$ cat src/core/ibsf_pkg.sv
package ibsf_pkg;

  // ----------------------------------------------------------------
  // Register byte offsets
  // ----------------------------------------------------------------
  localparam logic [7:0] STATUS_OFS   = 8'h00;
  localparam logic [7:0] CONTROL_OFS  = 8'h04;
  localparam logic [7:0] LATCH_OFS    = 8'h08;
  localparam logic [7:0] INT_STAT_OFS = 8'h0C;
  localparam logic [7:0] INT_MASK_OFS = 8'h10;

  // ----------------------------------------------------------------
  // Field positions
  // ----------------------------------------------------------------
  localparam int DIR_BIT    = 3;
  localparam int ACK_BIT    = 2;
  localparam int START_BIT  = 1;
  localparam int STOP_BIT   = 0;
  localparam int EN_BIT     = 7;
  localparam int EXIT_BIT   = 6;
  localparam int WREL_BIT   = 5;
  localparam int STGEN_BIT  = 1;
  localparam int MASTER_BIT = 0;
  localparam int LATCH_BIT  = 0;
  localparam int EV_STOP    = 0;
  localparam int EV_START   = 1;
  localparam int EV_ACK     = 2;
  localparam int EV_W       = 3;

  // ----------------------------------------------------------------
  // Reset values and byte clock counts
  // ----------------------------------------------------------------
  localparam logic [3:0] CNT_RST     = 4'h0;
  localparam logic [3:0] CNT_DIRBIT  = 4'h7;
  localparam logic [3:0] CNT_ACKPRE  = 4'h8;
  localparam logic [3:0] CNT_NINTH   = 4'h9;
  localparam logic [3:0] CNT_FIRST   = 4'h1;
  localparam logic       LATCH_RST   = 1'h1;
  localparam logic [2:0] MASK_RST    = 3'h0;

endpackage : ibsf_pkg

$ cat src/core/ibsf_sync.sv
`timescale 1ns/1ps
module ibsf_sync #(
  parameter int W = 2
) (
  // Clock and reset
  input  wire logic         ref_clk_in,
  input  wire logic         rstn_in,
  // Data
  input  wire logic [W-1:0] async_in,
  output logic      [W-1:0] sync_out
);

  typedef struct packed {
    logic [W-1:0] s1;
    logic [W-1:0] s2;
  } ibsf_sync_st_t;

  ibsf_sync_st_t q;
  ibsf_sync_st_t d;

  // Pins idle high on a pulled-up bus, so reset to ones.
  always_comb begin
    d    = q;
    d.s1 = async_in;
    d.s2 = q.s1;
  end

  always_ff @(posedge ref_clk_in or negedge rstn_in) begin
    if (!rstn_in) begin
      q <= '1;
    end else begin
      q <= d;
    end
  end

  assign sync_out = q.s2;

endmodule : ibsf_sync

$ cat src/core/ibsf_cond_det.sv
`timescale 1ns/1ps
module ibsf_cond_det (
  // Clock and reset
  input  wire logic ref_clk_in,
  input  wire logic rstn_in,
  // Synchronised lines
  input  wire logic scl_in,
  input  wire logic sda_in,
  // Events
  output logic      scl_rise_out,
  output logic      scl_fall_out,
  output logic      start_out,
  output logic      stop_out
);

  typedef struct packed {
    logic scl_p;
    logic sda_p;
  } ibsf_det_st_t;

  ibsf_det_st_t q;
  ibsf_det_st_t d;

  always_comb begin
    d       = q;
    d.scl_p = scl_in;
    d.sda_p = sda_in;
  end

  always_ff @(posedge ref_clk_in or negedge rstn_in) begin
    if (!rstn_in) begin
      q <= '1;
    end else begin
      q <= d;
    end
  end

  // ----------------------------------------------------------------
  // Edges and conditions
  // ----------------------------------------------------------------
  // Start and stop need the clock high on both samples so a clock edge never aliases.
  assign scl_rise_out = scl_in & ~q.scl_p;
  assign scl_fall_out = ~scl_in & q.scl_p;
  assign start_out    = scl_in & q.scl_p & q.sda_p & ~sda_in;
  assign stop_out     = scl_in & q.scl_p & ~q.sda_p & sda_in;

endmodule : ibsf_cond_det

$ cat src/core/ibsf_status.sv
// The implementer's own choices: the Wishbone slave port and the address map.
`timescale 1ns/1ps
module ibsf_status (
  // Clock and reset
  input  wire logic        ref_clk_in,
  input  wire logic        rstn_in,
  // Wishbone slave
  input  wire logic        wb_cyc_in,
  input  wire logic        wb_stb_in,
  input  wire logic        wb_we_in,
  input  wire logic [7:0]  wb_adr_in,
  input  wire logic [3:0]  wb_sel_in,
  input  wire logic [31:0] wb_dat_in,
  output logic      [31:0] wb_dat_out,
  output logic             wb_ack_out,
  // Two-wire bus pins
  input  wire logic        serial_clock_line_in,
  input  wire logic        serial_data_line_in,
  output logic             serial_data_line_out,
  output logic             serial_data_line_oe_out,
  // Datapath side
  input  wire logic        arb_lost_flag_in,
  // Interrupt
  output logic             irq_out
);

  // ----------------------------------------------------------------
  // State
  // ----------------------------------------------------------------
  typedef struct packed {
    logic                      dir;
    logic                      ack;
    logic                      start;
    logic                      stop;
    logic [3:0]                cnt;
    logic                      first;
    logic                      addr_pend;
    logic                      tx_live;
    logic                      en;
    logic                      en_prev;
    logic                      master;
    logic                      latch;
    logic                      arb_prev;
    logic [ibsf_pkg::EV_W-1:0] int_stat;
    logic [ibsf_pkg::EV_W-1:0] int_mask;
    logic                      wb_ack;
    logic [31:0]               wb_dat;
  } ibsf_st_t;

  ibsf_st_t q;
  ibsf_st_t d;

  logic [1:0] lines_s;
  logic       scl_s;
  logic       sda_s;
  logic       scl_rise;
  logic       scl_fall;
  logic       start_det;
  logic       stop_det;
  logic       bus_rise;
  logic       bus_fall;
  logic       bus_start;
  logic       bus_stop;
  logic       req;
  logic       wr;
  logic       exit_cmd;
  logic       wrel_cmd;
  logic       stgen_cmd;
  logic       en_fall;
  logic       arb_rise;
  logic       no_clear;
  logic [7:0] status;
  logic [ibsf_pkg::EV_W-1:0] ev;

  // ----------------------------------------------------------------
  // Pin synchronisers and condition detection
  // ----------------------------------------------------------------
  ibsf_sync #(
    .W (2)
  ) u_sync (
    .ref_clk_in (ref_clk_in),
    .rstn_in    (rstn_in),
    .async_in   ({serial_clock_line_in, serial_data_line_in}),
    .sync_out   (lines_s)
  );

  assign scl_s = lines_s[1];
  assign sda_s = lines_s[0];

  ibsf_cond_det u_det (
    .ref_clk_in   (ref_clk_in),
    .rstn_in      (rstn_in),
    .scl_in       (scl_s),
    .sda_in       (sda_s),
    .scl_rise_out (scl_rise),
    .scl_fall_out (scl_fall),
    .start_out    (start_det),
    .stop_out     (stop_det)
  );

  // A disabled unit ignores the bus entirely.
  assign bus_rise  = scl_rise & q.en;
  assign bus_fall  = scl_fall & q.en;
  assign bus_start = start_det & q.en;
  assign bus_stop  = stop_det & q.en;

  // ----------------------------------------------------------------
  // Bus decode and commands
  // ----------------------------------------------------------------
  assign req = wb_cyc_in & wb_stb_in & ~q.wb_ack;
  assign wr  = req & wb_we_in & wb_sel_in[0];

  // Commands act once per write and are never stored.
  assign exit_cmd  = wr & (wb_adr_in == ibsf_pkg::CONTROL_OFS)
                     & wb_dat_in[ibsf_pkg::EXIT_BIT];
  assign wrel_cmd  = wr & (wb_adr_in == ibsf_pkg::CONTROL_OFS)
                     & wb_dat_in[ibsf_pkg::WREL_BIT];
  assign stgen_cmd = wr & (wb_adr_in == ibsf_pkg::CONTROL_OFS)
                     & wb_dat_in[ibsf_pkg::STGEN_BIT];
  assign en_fall   = q.en_prev & ~q.en;
  assign arb_rise  = arb_lost_flag_in & ~q.arb_prev;
  assign no_clear  = ~exit_cmd & ~en_fall & ~wrel_cmd & ~arb_rise;

  always_comb begin
    status = 8'h00;
    status[ibsf_pkg::DIR_BIT]   = q.dir;
    status[ibsf_pkg::ACK_BIT]   = q.ack;
    status[ibsf_pkg::START_BIT] = q.start;
    status[ibsf_pkg::STOP_BIT]  = q.stop;
  end

  // ----------------------------------------------------------------
  // Next state
  // ----------------------------------------------------------------
  always_comb begin
    d          = q;
    ev         = '0;
    d.wb_ack   = wb_cyc_in & wb_stb_in & ~q.wb_ack;
    d.en_prev  = q.en;
    d.arb_prev = arb_lost_flag_in;

    // Register reads; unmapped offsets read zero and still acknowledge.
    d.wb_dat = 32'h0000_0000;
    if (req & ~wb_we_in) begin
      unique case (wb_adr_in)
        ibsf_pkg::STATUS_OFS:   d.wb_dat[7:0] = status;
        ibsf_pkg::CONTROL_OFS: begin
          d.wb_dat[ibsf_pkg::EN_BIT]     = q.en;
          d.wb_dat[ibsf_pkg::MASTER_BIT] = q.master;
        end
        ibsf_pkg::LATCH_OFS:    d.wb_dat[ibsf_pkg::LATCH_BIT] = q.latch;
        ibsf_pkg::INT_STAT_OFS: d.wb_dat[ibsf_pkg::EV_W-1:0] = q.int_stat;
        ibsf_pkg::INT_MASK_OFS: d.wb_dat[ibsf_pkg::EV_W-1:0] = q.int_mask;
        default:                d.wb_dat = 32'h0000_0000;
      endcase
    end

    // Register writes; the status offset has no write path.
    if (wr) begin
      unique case (wb_adr_in)
        ibsf_pkg::CONTROL_OFS: begin
          d.en     = wb_dat_in[ibsf_pkg::EN_BIT];
          d.master = wb_dat_in[ibsf_pkg::MASTER_BIT];
        end
        ibsf_pkg::LATCH_OFS:    d.latch = wb_dat_in[ibsf_pkg::LATCH_BIT];
        ibsf_pkg::INT_MASK_OFS: d.int_mask = wb_dat_in[ibsf_pkg::EV_W-1:0];
        default:                d.latch = q.latch;
      endcase
    end

    // Software clears first so a bus set in the same cycle wins.
    if (exit_cmd) begin
      d.dir     = 1'b0;
      d.ack     = 1'b0;
      d.start   = 1'b0;
      d.tx_live = 1'b0;
    end
    if (wrel_cmd) begin
      d.dir     = 1'b0;
      d.tx_live = 1'b0;
    end
    if (arb_rise) begin
      d.dir = 1'b0;
    end

    // Bus conditions.
    if (bus_start) begin
      d.start     = 1'b1;
      d.cnt       = ibsf_pkg::CNT_RST;
      d.first     = 1'b1;
      d.addr_pend = 1'b1;
      d.tx_live   = 1'b0;
      ev[ibsf_pkg::EV_START] = 1'b1;
      if (!q.master) begin
        d.dir = 1'b0;
      end
    end
    if (bus_stop) begin
      d.stop      = 1'b1;
      d.dir       = 1'b0;
      d.ack       = 1'b0;
      d.first     = 1'b0;
      d.addr_pend = 1'b0;
      d.tx_live   = 1'b0;
      ev[ibsf_pkg::EV_STOP] = 1'b1;
    end
    if (stgen_cmd & q.master) begin
      d.dir = 1'b1;
    end

    // Clock rising edges count the byte.
    if (bus_rise) begin
      if (q.addr_pend) begin
        d.addr_pend = 1'b0;
        d.stop      = 1'b0;
      end
      if (q.cnt == ibsf_pkg::CNT_NINTH) begin
        d.cnt = ibsf_pkg::CNT_FIRST;
        d.ack = 1'b0;
        if (q.first) begin
          d.first = 1'b0;
          d.start = 1'b0;
        end
      end else begin
        d.cnt = 4'(q.cnt + ibsf_pkg::CNT_FIRST);
      end
      if (q.cnt == ibsf_pkg::CNT_ACKPRE && !sda_s) begin
        d.ack = 1'b1;
        ev[ibsf_pkg::EV_ACK] = 1'b1;
      end
      // The eighth clock carries the first byte's direction bit.
      if (q.cnt == ibsf_pkg::CNT_DIRBIT && q.first) begin
        d.dir = q.master ? ~sda_s : sda_s;
      end
    end

    // Output drive starts at the ninth clock fall of the first byte.
    if (bus_fall && q.cnt == ibsf_pkg::CNT_NINTH && q.first) begin
      d.tx_live = 1'b1;
    end

    // Disable overrides everything on the bus side.
    if (en_fall) begin
      d.dir       = 1'b0;
      d.ack       = 1'b0;
      d.start     = 1'b0;
      d.stop      = 1'b0;
      d.tx_live   = 1'b0;
      d.first     = 1'b0;
      d.addr_pend = 1'b0;
      d.cnt       = ibsf_pkg::CNT_RST;
    end

    // Sticky interrupt bits: write one to clear, a new event wins.
    d.int_stat = q.int_stat;
    if (wr && wb_adr_in == ibsf_pkg::INT_STAT_OFS) begin
      d.int_stat = q.int_stat & ~wb_dat_in[ibsf_pkg::EV_W-1:0];
    end
    d.int_stat = d.int_stat | ev;
  end

  always_ff @(posedge ref_clk_in or negedge rstn_in) begin
    if (!rstn_in) begin
      q          <= '0;
      q.cnt      <= ibsf_pkg::CNT_RST;
      q.latch    <= ibsf_pkg::LATCH_RST;
      q.int_mask <= ibsf_pkg::MASK_RST;
    end else begin
      q <= d;
    end
  end

  // ----------------------------------------------------------------
  // Outputs
  // ----------------------------------------------------------------
  // Open drain: only a low latch value pulls the line.
  assign serial_data_line_out    = 1'b0;
  assign serial_data_line_oe_out = q.dir & q.tx_live & q.en
                                   & ~q.latch;
  assign wb_ack_out = q.wb_ack;
  assign wb_dat_out = q.wb_dat;
  assign irq_out    = |(q.int_stat & q.int_mask);
endmodule : ibsf_status

$ cat config.mk
export PLATFORM = sky130hd
export DESIGN_NAME = ibsf_status
export DESIGN_NICKNAME = d
export VERILOG_FILES = /design/src/core/ibsf_pkg.sv /design/src/core/ibsf_sync.sv /design/src/core/ibsf_cond_det.sv /design/src/core/ibsf_status.sv
export SDC_FILE = /design/constraint.sdc
export NUM_CORES = 1
export LEC_CHECK = 0
export ABC_AREA = 1
export BUFFER_PORTS_ARGS = -buffer_cell sky130_fd_sc_hd__buf_2
export CORE_MARGIN = 10
export CORE_UTILIZATION = 35
export CTS_BUF_LIST = sky130_fd_sc_hd__clkbuf_8 sky130_fd_sc_hd__clkbuf_16
export CTS_CLUSTER_SIZE = 8
export DETAILED_ROUTE_END_ITERATION = 6
export GPL_ROUTABILITY_DRIVEN = 0
export GPL_TIMING_DRIVEN = 0
export SLEW_MARGIN = 20
export SYNTH_ARGS = -nofsm -noshare
export SYNTH_HDL_FRONTEND = slang
export SYNTH_HIERARCHICAL = 1
export SYNTH_SLANG_ARGS = --single-unit
$ cat constraint.sdc
create_clock -name ref_clk_in -period 1.55 [get_ports ref_clk_in]
set_input_delay 0.31 -clock ref_clk_in [delete_from_list [all_inputs] [get_ports ref_clk_in]]
set_output_delay 0.31 -clock ref_clk_in [all_outputs]
set_load 0.005 [all_outputs]
* After elaboration in Yosys (flattened, before gate mapping)
Index checks and enable logic that the tools add are counted.
** Word-level totals
- Register bits :: 37
- Bits in latches :: 0
- RAM bits :: 0
- Memory bits (read-only) :: 0
- Bits of input ports :: 52
- Output and inout bits :: 36
- Word-level logic and storage cells :: 117
- Memories kept :: 0
** Cells by class
- Add/sub/neg operators :: 1
- $mul :: 0
- Divide/modulo/power cells :: 0
- Magnitude comparators :: 0
- Equality and inequality tests :: 7
- Shifts and indexed selects :: 0
- Muxes and demuxes :: 36
- Bitwise logic cells :: 39
- Reductions and logical operators :: 13
** Operators by type and width (count)
- bitwise AND 1 bit :: 26
- 2-to-1 mux 1 bit :: 24
- == test 8 x 4 -> 1 bit, second input constant :: 2
- 2-to-1 mux 11 bit :: 1
- 2-to-1 mux 10 bit :: 1
- 2-to-1 mux 3 bit :: 3
- NOT 1 bit :: 9
- == test 4 bit, second input constant :: 2
- == test 8 x 3 -> 1 bit, second input constant :: 1
- == test 8 x 5 -> 1 bit, second input constant :: 1
- zero test 8 bit :: 1
- 2-to-1 mux 8 bit :: 1
- 2-to-1 mux 7 bit :: 1
- bitwise AND 3 bit :: 2
- case mux 2 bit (3 select lines) :: 1
- AND reduction 2 bit :: 3
- nonzero test 6 bit :: 1
- logical AND 1 bit :: 5
- case mux 1 bit (5 select lines) :: 1
- adder 4 x 1 -> 4 bit, second input constant :: 1
- == test 4 x 3 -> 1 bit, second input constant :: 1
- 2-to-1 mux 2 bit :: 2
- 2-to-1 mux 4 bit :: 1
- NOT 3 bit :: 1
- other kinds (4) :: 4

* Depth between registers and ports, before layout
Gate-level depths: netlist of run 1.
- Depth in word-level cells :: 16
- Mapped depth :: 9
- Depth with buffers taken out :: 9

* Hierarchy
The synthesis of run 1 kept the hierarchy.
** By module, submodules not included
- ibsf_status :: times used 1, cells each 235, area each 1816.7 um2, seq. area each 701.9 um2
- ibsf_sync :: times used 1, cells each 4, area each 105.1 um2, seq. area each 105.1 um2
- ibsf_cond_det :: times used 1, cells each 13, area each 93.8 um2, seq. area each 52.6 um2

* Worst setup path after synthesis of run 1
OpenSTA, ideal clock, no wires.
- Path kind :: flip-flop to flip-flop
- Start :: register u_sync.q (netlist bit u_sync/sync_out[1])
- End :: register q[54] (netlist bit)
- Setup time :: 0.123 ns
- Data arrival time :: 1.105 ns
- Data required time :: 1.427 ns
- Slack :: 0.322 ns
- Stages on the path, launching flop included :: 8
- Path buffers :: 0
- Period minus slack after synthesis :: 1.228 ns
- Cells stage by stage :: dfstp_2 inv_1 nor2_1 nand2_2 inv_2 nand3_2 o21ai_0 a21oi_1
** RTL lines
- start, declared :: line ibsf_sync.sv:18 : ibsf_sync_st_t q;
- start signal, assigned :: line ibsf_sync.sv:30 : q <= '1;
- start signal, assigned :: line ibsf_sync.sv:32 : q <= d;
- end, declared :: line ibsf_status.sv:50 : ibsf_st_t q;

* Final worst setup path of run 1
- Start :: register q (netlist bit d[42])
- End :: output port serial_data_line_oe_out
** On the way
- Longest elaborated chain between the ends :: 2
** Ends and longest elaborated chain
- bitwise AND 1 bit :: line ibsf_status.sv:278 : assign serial_data_line_oe_out = q.dir & q.tx_live & q.en
- bitwise AND 1 bit :: line ibsf_status.sv:279 : & ~q.latch;
- end, declared :: line ibsf_status.sv:20 : output logic serial_data_line_oe_out,
No other way between the ends.

==> impl_results.md, run 1 <==
- Seq cells post-synth: 34
- Total power: 2.11 mW
- Hold Path Class: primary input to async pin
- Max_cap viols: 0
- Critical path endpoint category: output port
- CTS Buf Count: 5
- Vias after detailed routing: between 1500 and 2000
- Largest net degree at the start of global routing: 35
- Final Hold Fails: 0
- Vias in the first global route: roughly 1600
- Async S/R FF share, synth: 100%
- Max_slew headroom: 50.3%
- Fmax: between 600 and 700 MHz
- H-Tree Level Count: 2
- Finish-stage setup viols: 0
- Layout cells sized above 1: 33.4%
- Critical Path Fanout Max: 8
- Final setup TNS: 0 ns
- Synthesized instance count: around 250
- Seq/Total Area, Yosys: 42.6%
- Boundary Pins: between 80 and 90
- Cts hold-fix bufs: 0
- Delay-heaviest family, CP: flip-flops
- Clock Latency Late Sink: 0.29 ns
- Worst EP arrival: between 1 and 1.5 ns
- Detailed Place HPWL: 3430 um
- RSZ-0062 raised after global routing: false
- Final Max Slew Viols: 0
- Slowest stage cell on the critical path: dfrtp_1
- Pre-antenna DRT Iters: 4
- Fill count: roughly 580
- Total gr overflow: 0
- Die W: approximately 96 um
- Final core utilization: around 44%
- Synth cell types: 28
- P_leak: between 1 and 1.5 nW
- Top FF cell, synth: dfrtp_1
- Kind of critical path: flip-flop to output port
- DIE AREA: 0.00919 mm2
- Cell Area, Placed: ~0.0024 mm2
- FF/Latch Area: approximately 860 um2
- Post-synth EDFFs: 0
- Post-CTS Repair Setup Buffers: 0
- CTS root buf: clkbuf_8
- Post-layout min period: between 1 and 1.5 ns
- Post-synth design cell area: a little over 0.002 mm2
- IO Port Bufs: 30
- Core Area: roughly 0.0055 mm2
- DRC: 0
- Initial antenna violation count: 0
- Routed Antenna Nets: 0
- # rows: 27
- Multi-input logic area: between 800 and 900 um2
- 1st-iter DRT viols: 50
- Layout area overhead: 21.8%
- First-pass GRT wire length: roughly 7300 um
- Vias/cell: 4.15
- Max incr delay on CP: ~0.53 ns
- Total wire length: approximately 4200 um
- Worst-Margin Slew: roughly 0.75 ns
- Clock transition at path regs: roughly 0.07 ns
- Startpoint Class: flip-flop
- WL/cell: between 10 and 15 um
- Clock Skews: between 0.006 and 0.007 ns
- Initial Util: 36.4%
- Final nets: between 300 and 400
- Buf/Inv on CP: 1
- Peak VDD IR: ~0.0005 V
- TritonCTS clock tree: yes
- Critical Path RT: roughly 1.2 ns
- Yosys Warn Count: 6
- Final Cycle Share: 94.9%
- Status: finished clean
- CTS Sinks: 34
- Ordered cell list for the critical path: nand3_1 -> nor2_1 -> buf_2
- Clk buf depth: 2
- Cell Pwr Density: 859 mW/mm2
- Die Y: 95.9 um
- Synthesized area per cell: approximately 8 um2
- Design area: approximately 0.0025 mm2
- N_diodes: 0
- GRT Resource Usage Total: under 10%
==> worst paths after layout <==
kind | to | cells past startpoint | slack (ns) | start
min in group ref_clk_in | u_sync/d[0]$_DFF_PN1_ | 1 | 0.11 | serial_data_line_in
max | serial_data_line_oe_out | 3 | 0.08 | d[42]$_DFFE_PN0N_
min reg2reg | u_sync/sync_out[0]$_DFF_PN1_ | 0 | 0.36 | u_sync/d[0]$_DFF_PN1_
max in group asynchronous | q[48]$_DFFE_PN0P_ | 1 | 0.99 | rstn_in
max reg2reg | q[48]$_DFFE_PN0P_ | 8 | 0.17 | u_sync/sync_out[0]$_DFF_PN1_
min | q[53]$_DFF_PN0_ | 1 | 0.08 | rstn_in
==> cells in the final DEF (no fill, tap or decap) <==
cell type,n
ha_1,3
buf_2,30
o22ai_2,1
nand3_1,17
a21oi_1,6
or2_2,1
nand3_2,3
nor2_4,4
o21ai_2,1
clkinv_2,1
clkbuf_8,6
inv_4,1
clkinvlp_4,1
nand2_1,51
xnor2_1,1
xor2_1,2
nor3_1,2
nor4_1,1
nand2_4,1
inv_1,29
inv_2,4
nor2_2,3
buf_4,33
o21ai_0,9
dfstp_2,7
o21ai_1,8
nor3_2,2
nand4_1,3
conb_1,28
nand2_2,7
dfrtp_1,27
nor2_1,24
==> worst register-to-register path: stages (launching register included) <==
cell     delay (ns)
dfstp_2        0.58
inv_1          0.05
nand2_1        0.05
nor2_1         0.04
nand2_2        0.10
inv_1          0.09
nor2_4         0.15
nand2_2        0.10
o21ai_1        0.14
==> power breakdown <==
| part | switching, mW | internal [mW] | total (mW) |
|---|---|---|---|
| logic | 0.198 | 0.166 | 0.364 |
| registers | 0.0766 | 0.981 | 1.06 |
| clock network | 0.330 | 0.357 | 0.687 |
==> stage by stage <==
| step | hold slack, ns | instances | worst slack (ns) |
|---|---|---|---|
| global route | 0.0908 | 389 | 0.00746 |
| CTS | 0.0990 | 389 | 0.0764 |
| floorplan | 0.0144 | 279 | 0.322 |
| global placement | 0.345 | 381 | 0.134 |
| detailed placement | 0.347 | 381 | 0.116 |
| finish | 0.0832 | 389 | 0.0790 |
==> metal layers <==
layer	vias up	share of wire, %	track usage (%)
met1	718	40	10.8
met4	0	1.2	3.32
li1	853	-	-
met3	6	10	4.51
met2	39	48	16.6
met5	-	0	0
==> cell usage after synthesis, types with 3 or more instances <==
cell type  instances  share of area, %
a21oi_1            6               1.5
buf_4             33                12
dfrtp_1           27                34
dfstp_2            7               9.1
ha_1               3               1.9
inv_1             29               5.4
inv_2              4              0.74
nand2_1           52               9.7
nand2_2            6               1.9
nand3_1           17               4.2
nand3_2            3               1.5
nand4_1            3              0.93
nor2_1            24               4.5
nor2_2             3              0.93
nor2_4             4               2.2
o21ai_0            9               2.2
o21ai_1            8               2.0
==> repair_timing <==
item,4_1_cts,5_1_grt
endpoints found under the hold margin,0,0
gates resized for setup,0,1
endpoints found under the setup margin,0,3
==> logic make-up (layout without fill, tap and decap cells) <==
family	count (synthesis)	after routing	share of synthesized area (%)
other	1	28	0.186
adder cells (fa/ha/maj)	3	3	1.86
flip-flops	34	34	42.6
buffers and inverters	67	105	18.7
AND/OR/NAND/NOR	119	119	28.5
XOR/XNOR	3	3	1.30
AO/OA/AOI/OAI	25	25	6.77
==> cell type report <==
type	count	share of cell area [%]
multi-input combinational	178	35.9
sequential	34	35.0
buffer	33	10.1
timing repair buffer	30	6.12
inverter	34	5.30
tap	72	3.67
clock buffer	6	3.36
clock inverter	2	0.510
==> state kept, by name, summed over array words and instances (netlist names) <==
signal	cells
d	1
u_sync/sync_out	2
u_sync/d	2
wb_ack_out	1
q	21
wb_dat_out	5
u_det/q	2
(Power assumes the default switching activity.)
==> inputs of run 2 (changes only) <==
--- a/config.mk
+++ b/config.mk
@@ -8,12 +8,13 @@
 export ABC_AREA = 1
 export BUFFER_PORTS_ARGS = -buffer_cell sky130_fd_sc_hd__buf_2
 export CORE_MARGIN = 10
-export CORE_UTILIZATION = 35
+export CORE_UTILIZATION = 47
 export CTS_BUF_LIST = sky130_fd_sc_hd__clkbuf_8 sky130_fd_sc_hd__clkbuf_16
 export CTS_CLUSTER_SIZE = 8
 export DETAILED_ROUTE_END_ITERATION = 6
 export GPL_ROUTABILITY_DRIVEN = 0
 export GPL_TIMING_DRIVEN = 0
+export PLACE_DENSITY = 0.79
 export SLEW_MARGIN = 20
 export SYNTH_ARGS = -nofsm -noshare
 export SYNTH_HDL_FRONTEND = slang
==> run 2 against run 1 <==
Count of clock-buffer cells in the layout is the same. Via count is 1.1% higher. Cell count down 5.7%. Core utilization is 15 points higher. Register-to-register slack gained 0.03 ns. Hold slack improved by 0.0046 ns. First-iteration DRC count grew 58%. Highest routed layer unchanged.
==> impl_results.md, run 2 (synthesis results as in run 1) <==
- Status: finished clean (unchanged)
- N_diodes: 0 (unchanged)
- Flop pwr share: 50.7% (was 50.2%)
- Ordered cell list for the critical path: nand3_1 -> nor2_1 -> buf_2 (unchanged)
- Final setup TNS: 0 ns (unchanged)
- Startpoint Class: flip-flop (unchanged)
- Die Y: 85.5 um (was 95.9 um)
- H-Tree Level Count: 2 (unchanged)
- Final hold slack: 0.0878 ns (was 0.0832 ns)
- DIE AREA: 0.00731 mm2 (was 0.00919 mm2)
- Layout cells sized above 1: 33.4% (unchanged)
- Final Hold Fails: 0 (unchanged)
- Kind of critical path: flip-flop to output port (unchanged)
- Vias in the first global route: 1652 (was 1628)
- Largest net degree at the start of global routing: 35 (unchanged)
- Max_slew headroom: 50.0% (was 50.3%)
- Initial Util: 49.3% (was 36.4%)
- Buf/Inv on CP: 1 (unchanged)
- Worst-Margin Slew: 0.750 ns (was 0.745 ns)
- Max_cap viols: 0 (unchanged)
- Hold Path Class: primary input to async pin (unchanged)
- Crit path depth: 3 (unchanged)
- Final Max Slew Viols: 0 (unchanged)
- Pre-antenna DRT Iters: 4 (unchanged)
- DRC: 0 (unchanged)
- RSZ-0062 raised after global routing: false (unchanged)
- Slowest stage cell on the critical path: dfrtp_2 (was dfrtp_1)
- P_leak: 1.35 nW (about the same)
- Worst reg2reg path endpoint: q[50]$_DFFE_PN0P_ (was q[48]$_DFFE_PN0P_)
- Max incr delay on CP: 0.47 ns (was 0.53 ns)
- GRT Resource Usage Total: 12.0% (was 9.88%)
- Cts hold-fix bufs: 0 (unchanged)
- Placed cell count: 359 (was 381)
- Detailed Place HPWL: 3480 um (was 3430 um)
- Clock Skews: 0.0103 ns (was 0.00684 ns)
- Finish-stage setup viols: 0 (unchanged)
- Combinational power share: 17.7% (was 17.3%)
- Peak VDD IR: 0.000842 V (was 0.000491 V)
- Vias after detailed routing: 1633 (was 1616)
- Total wire length: 4230 um (was 4240 um)
- Critical Path RT: 1.24 ns (about the same)
- Critical path endpoint category: output port (unchanged)
- Layout Cells excl Fill: 367 (was 389)
- CTS root buf: clkbuf_8 (unchanged)
- Critical Path Fanout Max: 8 (unchanged)
- # rows: 23 (was 27)
- Commonest non-fill, non-tap cell in the layout: nand2_1 (unchanged)
- Layout area overhead: 20.3% (was 21.8%)
- Reg2reg path depth: 8 (unchanged)
- Clk buf depth: 2 (unchanged)
- Routed Antenna Nets: 0 (unchanged)
- IO Port Bufs: 30 (unchanged)
- Total gr overflow: 0 (unchanged)
- CTS Sinks: 34 (unchanged)
- Delay-heaviest family, CP: flip-flops (unchanged)
- CTS Buf Count: 5 (unchanged)
- First-pass GRT wire length: 7250 um (was 7280 um)
- Core Area: 0.00409 mm2 (was 0.00554 mm2)
- TritonCTS clock tree: yes (unchanged)
- Max reg flops: 21 (unchanged)
- Cell Pwr Density: 861 mW/mm2 (was 859 mW/mm2)
- Vias/cell: 4.45 (was 4.15)
- Worst EP arrival: 1.13 ns (was 1.16 ns)
- Post-layout min period: 1.44 ns (was 1.47 ns)
- Clock Latency Late Sink: 0.29 ns (about the same)
- Die W: 85.5 um (was 95.9 um)
- 1st-iter DRT viols: 79 (was 50)
- Total power: 2.09 mW (was 2.11 mW)
- Sw Pwr: 0.586 mW (was 0.605 mW)
- Final nets: 371 (unchanged)
- Most frequent cells in the layout: nand2_1 (51), buf_4 (33), inv_1 (30), buf_2 (30), conb_1 (28) (was nand2_1 (51), buf_4 (33), buf_2 (30))
- Clk network pwr share: 31.6% (was 32.6%)
- Reg2reg start: u_sync/sync_out[0]$_DFF_PN1_ (unchanged)
- Clock transition at path regs: 0.07 ns (about the same)
- Worst Setup EP: serial_data_line_oe_out (unchanged)
- Largest Register: q (unchanged)
- Fmax: 692 MHz (was 680 MHz)
- Internal: 1.50 mW (about the same)
- Initial antenna violation count: 0 (unchanged)
- Boundary Pins: 88 (unchanged)
- Reg-to-reg slack, setup: 0.20 ns (was 0.17 ns)
- Final Cycle Share: 93.2% (was 94.9%)
- Start point of the critical path: d[42]$_DFFE_PN0N_ (unchanged)
- WL/cell: 11.5 um (was 10.9 um)
- Switching share of power: 28.1% (was 28.7%)
## run 2: changes by cell type in the layout (fill, tap and decap cells not counted)
cell,change
clkinvlp_4,-1
dfrtp_1,-1
dfrtp_2,+1
inv_1,+1
## run 2: worst reg2reg max path, stage by stage (launching register included)
cell,delay [ns]
dfstp_2,0.57
inv_1,0.05
nand2_1,0.05
nor2_1,0.04
nand2_2,0.09
inv_1,0.09
nor2_4,0.15
nand2_2,0.09
o22ai_2,0.15
## run 2: power groups by stage
stage | Combinational [mW] | Sequential [mW] | Clock [mW]
floorplan | 0.272 | 1.05 | 0
global placement | 0.351 | 1.07 | 0
detailed placement | 0.367 | 1.07 | 0
CTS | 0.367 | 1.06 | 0.680
global route | 0.430 | 1.07 | 0.726
finish | 0.370 | 1.06 | 0.658
## run 2: worst min path at each step
| stage | from | endpoint |
|---|---|---|
| after global placement | u_sync/d[0]$_DFF_PN1_ | u_sync/sync_out[0]$_DFF_PN1_ |
| after detailed placement | u_sync/d[1]$_DFF_PN1_ | u_sync/sync_out[1]$_DFF_PN1_ |
| final | rstn_in | q[50]$_DFFE_PN0P_ |
| after global routing | serial_data_line_in | u_sync/d[0]$_DFF_PN1_ |
| after CTS | rstn_in | q[39]$_DFF_PN0_ |
| after floorplan | rstn_in | d[42]$_DFFE_PN0N_ |
## run 2: per-stage QoR
stage | utilization, % | cell area [um2] | worst slack [ns]
2_1_floorplan | - | 2120 | 0.322
3_3_place_gp | 57.0 | 2330 | 0.159
3_5_place_dp | 57.0 | 2330 | 0.141
4_1_cts | 59.2 | 2420 | 0.0257
5_1_grt | 59.3 | 2420 | 0.0454
6_report | 59.3 | 2420 | 0.106
## run 2: repair_timing
item                                    CTS  global route
endpoints found under the setup margin    0             2
endpoints found under the hold margin     0             0
buffers inserted                          0             0
gates resized for setup                   0             2
## run 2: area by class of cell
class,count,area (um2)
fill,360,1660
multi-input combinational,178,882
sequential,34,861
buffer,33,248
timing repair buffer,30,150
inverter,34,130
clock buffer,6,82.6
tap,50,62.6
clock inverter,2,8.76
## run 2: layer usage
metal / GRT usage (%) / routed length [um]
met1: 12.4 / 1660
met2: 20.6 / 2140
met3: 5.58 / 350
met4: 5.24 / 77
met5: 0 / 0
==> inputs of run 3 (changes only) <==
--- a/config.mk
+++ b/config.mk
@@ -15,6 +15,8 @@
 export GPL_ROUTABILITY_DRIVEN = 0
 export GPL_TIMING_DRIVEN = 0
 export PLACE_DENSITY = 0.79
+export REMOVE_ABC_BUFFERS = 1
+export SKIP_CTS_REPAIR_TIMING = 1
 export SLEW_MARGIN = 20
 export SYNTH_ARGS = -nofsm -noshare
 export SYNTH_HDL_FRONTEND = slang
==> run 3 against run 2 <==
Via count is 5.7% lower. Final area is 10% lower. Critical path depth stayed put. Clock power is 0.8% higher. Die area stayed put. Global-route usage is 0.10 points higher. Register-to-register slack worse by 0.05 ns. Clock skew is 0.0071 ns lower. First-iteration DRC count is 5.1% higher. Cell count is 9.0% lower. Routed wire length hardly changed. Sequential share of layout area is 4.0 points higher. Critical path type unchanged.
==> impl_results.md, run 3 (synthesis results as in run 1) <==
- Final setup TNS: 0 ns (unchanged)
- Worst slack, placed: 0.0993 ns (was 0.141 ns)
- Largest net degree at the start of global routing: 35 (unchanged)
- Setup WS post-layout: 0.108 ns (was 0.106 ns)
- Detailed Place HPWL: 3360 um (was 3480 um)
- Total gr overflow: 0 (unchanged)
- Max incr delay on CP: 0.47 ns (about the same)
- Vias/cell: 4.61 (was 4.45)
- Layout area overhead: 8.01% (was 20.3%)
- Commonest non-fill, non-tap cell in the layout: nand2_1 (unchanged)
- Core Area: 0.00409 mm2 (unchanged)
- Initial Util: 49.3% (unchanged)
- Max_slew headroom: 50.6% (was 50.0%)
- DIE AREA: 0.00731 mm2 (unchanged)
- Layout cells sized above 1: 25.7% (was 33.4%)
- Vias in the first global route: 1600 (was 1652)
- Final Max Slew Viols: 0 (unchanged)
- Die Y: 85.5 um (unchanged)
- Total wire length: 4230 um (about the same)
- Max_cap viols: 0 (unchanged)
- Startpoint Class: flip-flop (unchanged)
- Critical path endpoint category: output port (unchanged)
- Worst EP arrival: 1.13 ns (about the same)
- First-pass GRT wire length: 7320 um (was 7250 um)
- Boundary Pins: 88 (unchanged)
- Pre-antenna DRT Iters: 4 (unchanged)
- Cell Area, Placed: 0.00208 mm2 (was 0.00233 mm2)
- TritonCTS clock tree: yes (unchanged)
- 1st-iter DRT viols: 83 (was 79)
- Critical Path RT: 1.24 ns (about the same)
- Clock Latency Late Sink: 0.28 ns (was 0.29 ns)
- Worst-Margin Slew: 0.741 ns (was 0.750 ns)
- GRT Resource Usage Total: 12.1% (was 12.0%)
- CTS root buf: clkbuf_8 (unchanged)
- Status: finished clean (unchanged)
- IO Port Bufs: 30 (unchanged)
- Clock transition at path regs: 0.07 ns (about the same)
- Routed Antenna Nets: 0 (unchanged)
- N_diodes: 0 (unchanged)
- Slowest stage cell on the critical path: dfrtp_2 (unchanged)
- Peak VDD IR: 0.000630 V (was 0.000842 V)
- Die W: 85.5 um (unchanged)
- CTS Buf Count: 5 (unchanged)
- Design area: 0.00218 mm2 (was 0.00242 mm2)
- Vias after detailed routing: 1540 (was 1633)
- # rows: 23 (unchanged)
- Initial antenna violation count: 0 (unchanged)
- Largest Register: q (unchanged)
- Post-layout min period: 1.44 ns (about the same)
- Critical Path Fanout Max: 8 (unchanged)
- Clk buf depth: 2 (unchanged)
- RSZ-0062 raised after global routing: false (unchanged)
- Final core utilization: 53.3% (was 59.3%)
- H-Tree Level Count: 2 (unchanged)
- Cell Pwr Density: 937 mW/mm2 (was 861 mW/mm2)
- Final Cycle Share: 93.1% (was 93.2%)
- DRC: 0 (unchanged)
- CTS Sinks: 34 (unchanged)
- Ordered cell list for the critical path: nand3_1 -> nor2_1 -> buf_2 (unchanged)
- Most frequent cells in the layout: nand2_1 (51), inv_1 (30), buf_2 (30) (was nand2_1 (51), buf_4 (33), inv_1 (30), buf_2 (30), conb_1 (28))
- Clock Skews: 0.00319 ns (was 0.0103 ns)
- P_leak: 1.17 nW (was 1.35 nW)
- Final nets: 338 (was 371)
- Kind of critical path: flip-flop to output port (unchanged)
- Final Hold Fails: 0 (unchanged)
- Fmax: 693 MHz (was 692 MHz)
- Hold Path Class: primary input to async pin (unchanged)
- Max reg flops: 21 (unchanged)
- Finish-stage setup viols: 0 (unchanged)
- WL/cell: 12.7 um (was 11.5 um)
run 3: critical path, delay by kind of cell, from the launching register on:
family | cells | cell delay [ns]
DFF | 1 | 0.47
and+or+nand+nor | 2 | 0.25
buffers and inverters | 1 | 0.14
run 3: final cells by class:
| cell class | instances | area, um2 |
|---|---|---|
| fill | 394 | 1910 |
| inverter | 34 | 130 |
| sequential | 34 | 861 |
| tap | 50 | 62.6 |
| clock buffer | 6 | 82.6 |
| timing repair buffer | 30 | 150 |
| multi-input combinational | 178 | 882 |
| clock inverter | 2 | 8.76 |
run 3: routing by layer:
layer | GRT usage, % | vias to the layer above | share of wire (%)
met2 | 20.0 | 53 | 48
met3 | 6.62 | 6 | 12
met4 | 3.89 | 0 | 1.3
met5 | 0 | - | 0
met1 | 13.0 | 696 | 39
li1 | - | 785 | -
run 3: power by group:
| group | switching, mW | total [mW] | internal [mW] | leakage (nW) |
|---|---|---|---|---|
| Sequential | 0.0772 | 1.06 | 0.982 | 0.406 |
| Clock | 0.311 | 0.663 | 0.351 | 0.0524 |
| Combinational | 0.195 | 0.319 | 0.124 | 0.715 |
run 3: final timing paths:
kind	startpoint	end	slack, ns	depth (start not counted)
worst min-delay path	rstn_in	wb_dat_out[3]$_DFF_PN0_	0.08	1
worst min register to register	u_sync/d[1]$_DFF_PN1_	u_sync/sync_out[1]$_DFF_PN1_	0.36	0
max in group asynchronous	rstn_in	d[42]$_DFFE_PN0N_	0.95	1
worst max-delay path	d[42]$_DFFE_PN0N_	serial_data_line_oe_out	0.11	3
min in group ref_clk_in	serial_data_line_in	u_sync/d[0]$_DFF_PN1_	0.12	1
worst max register to register	u_sync/sync_out[0]$_DFF_PN1_	q[47]$_DFFE_PN0P_	0.15	8
run 3: metrics by stage:
| step | instances | power, mW | hold slack [ns] |
|---|---|---|---|
| floorplan | 246 | 1.28 | 0.0144 |
| global placement | 326 | 1.37 | 0.346 |
| detailed placement | 326 | 1.39 | 0.347 |
| CTS | 334 | 2.07 | 0.109 |
| global route | 334 | 2.18 | 0.107 |
| finish | 334 | 2.04 | 0.0848 |
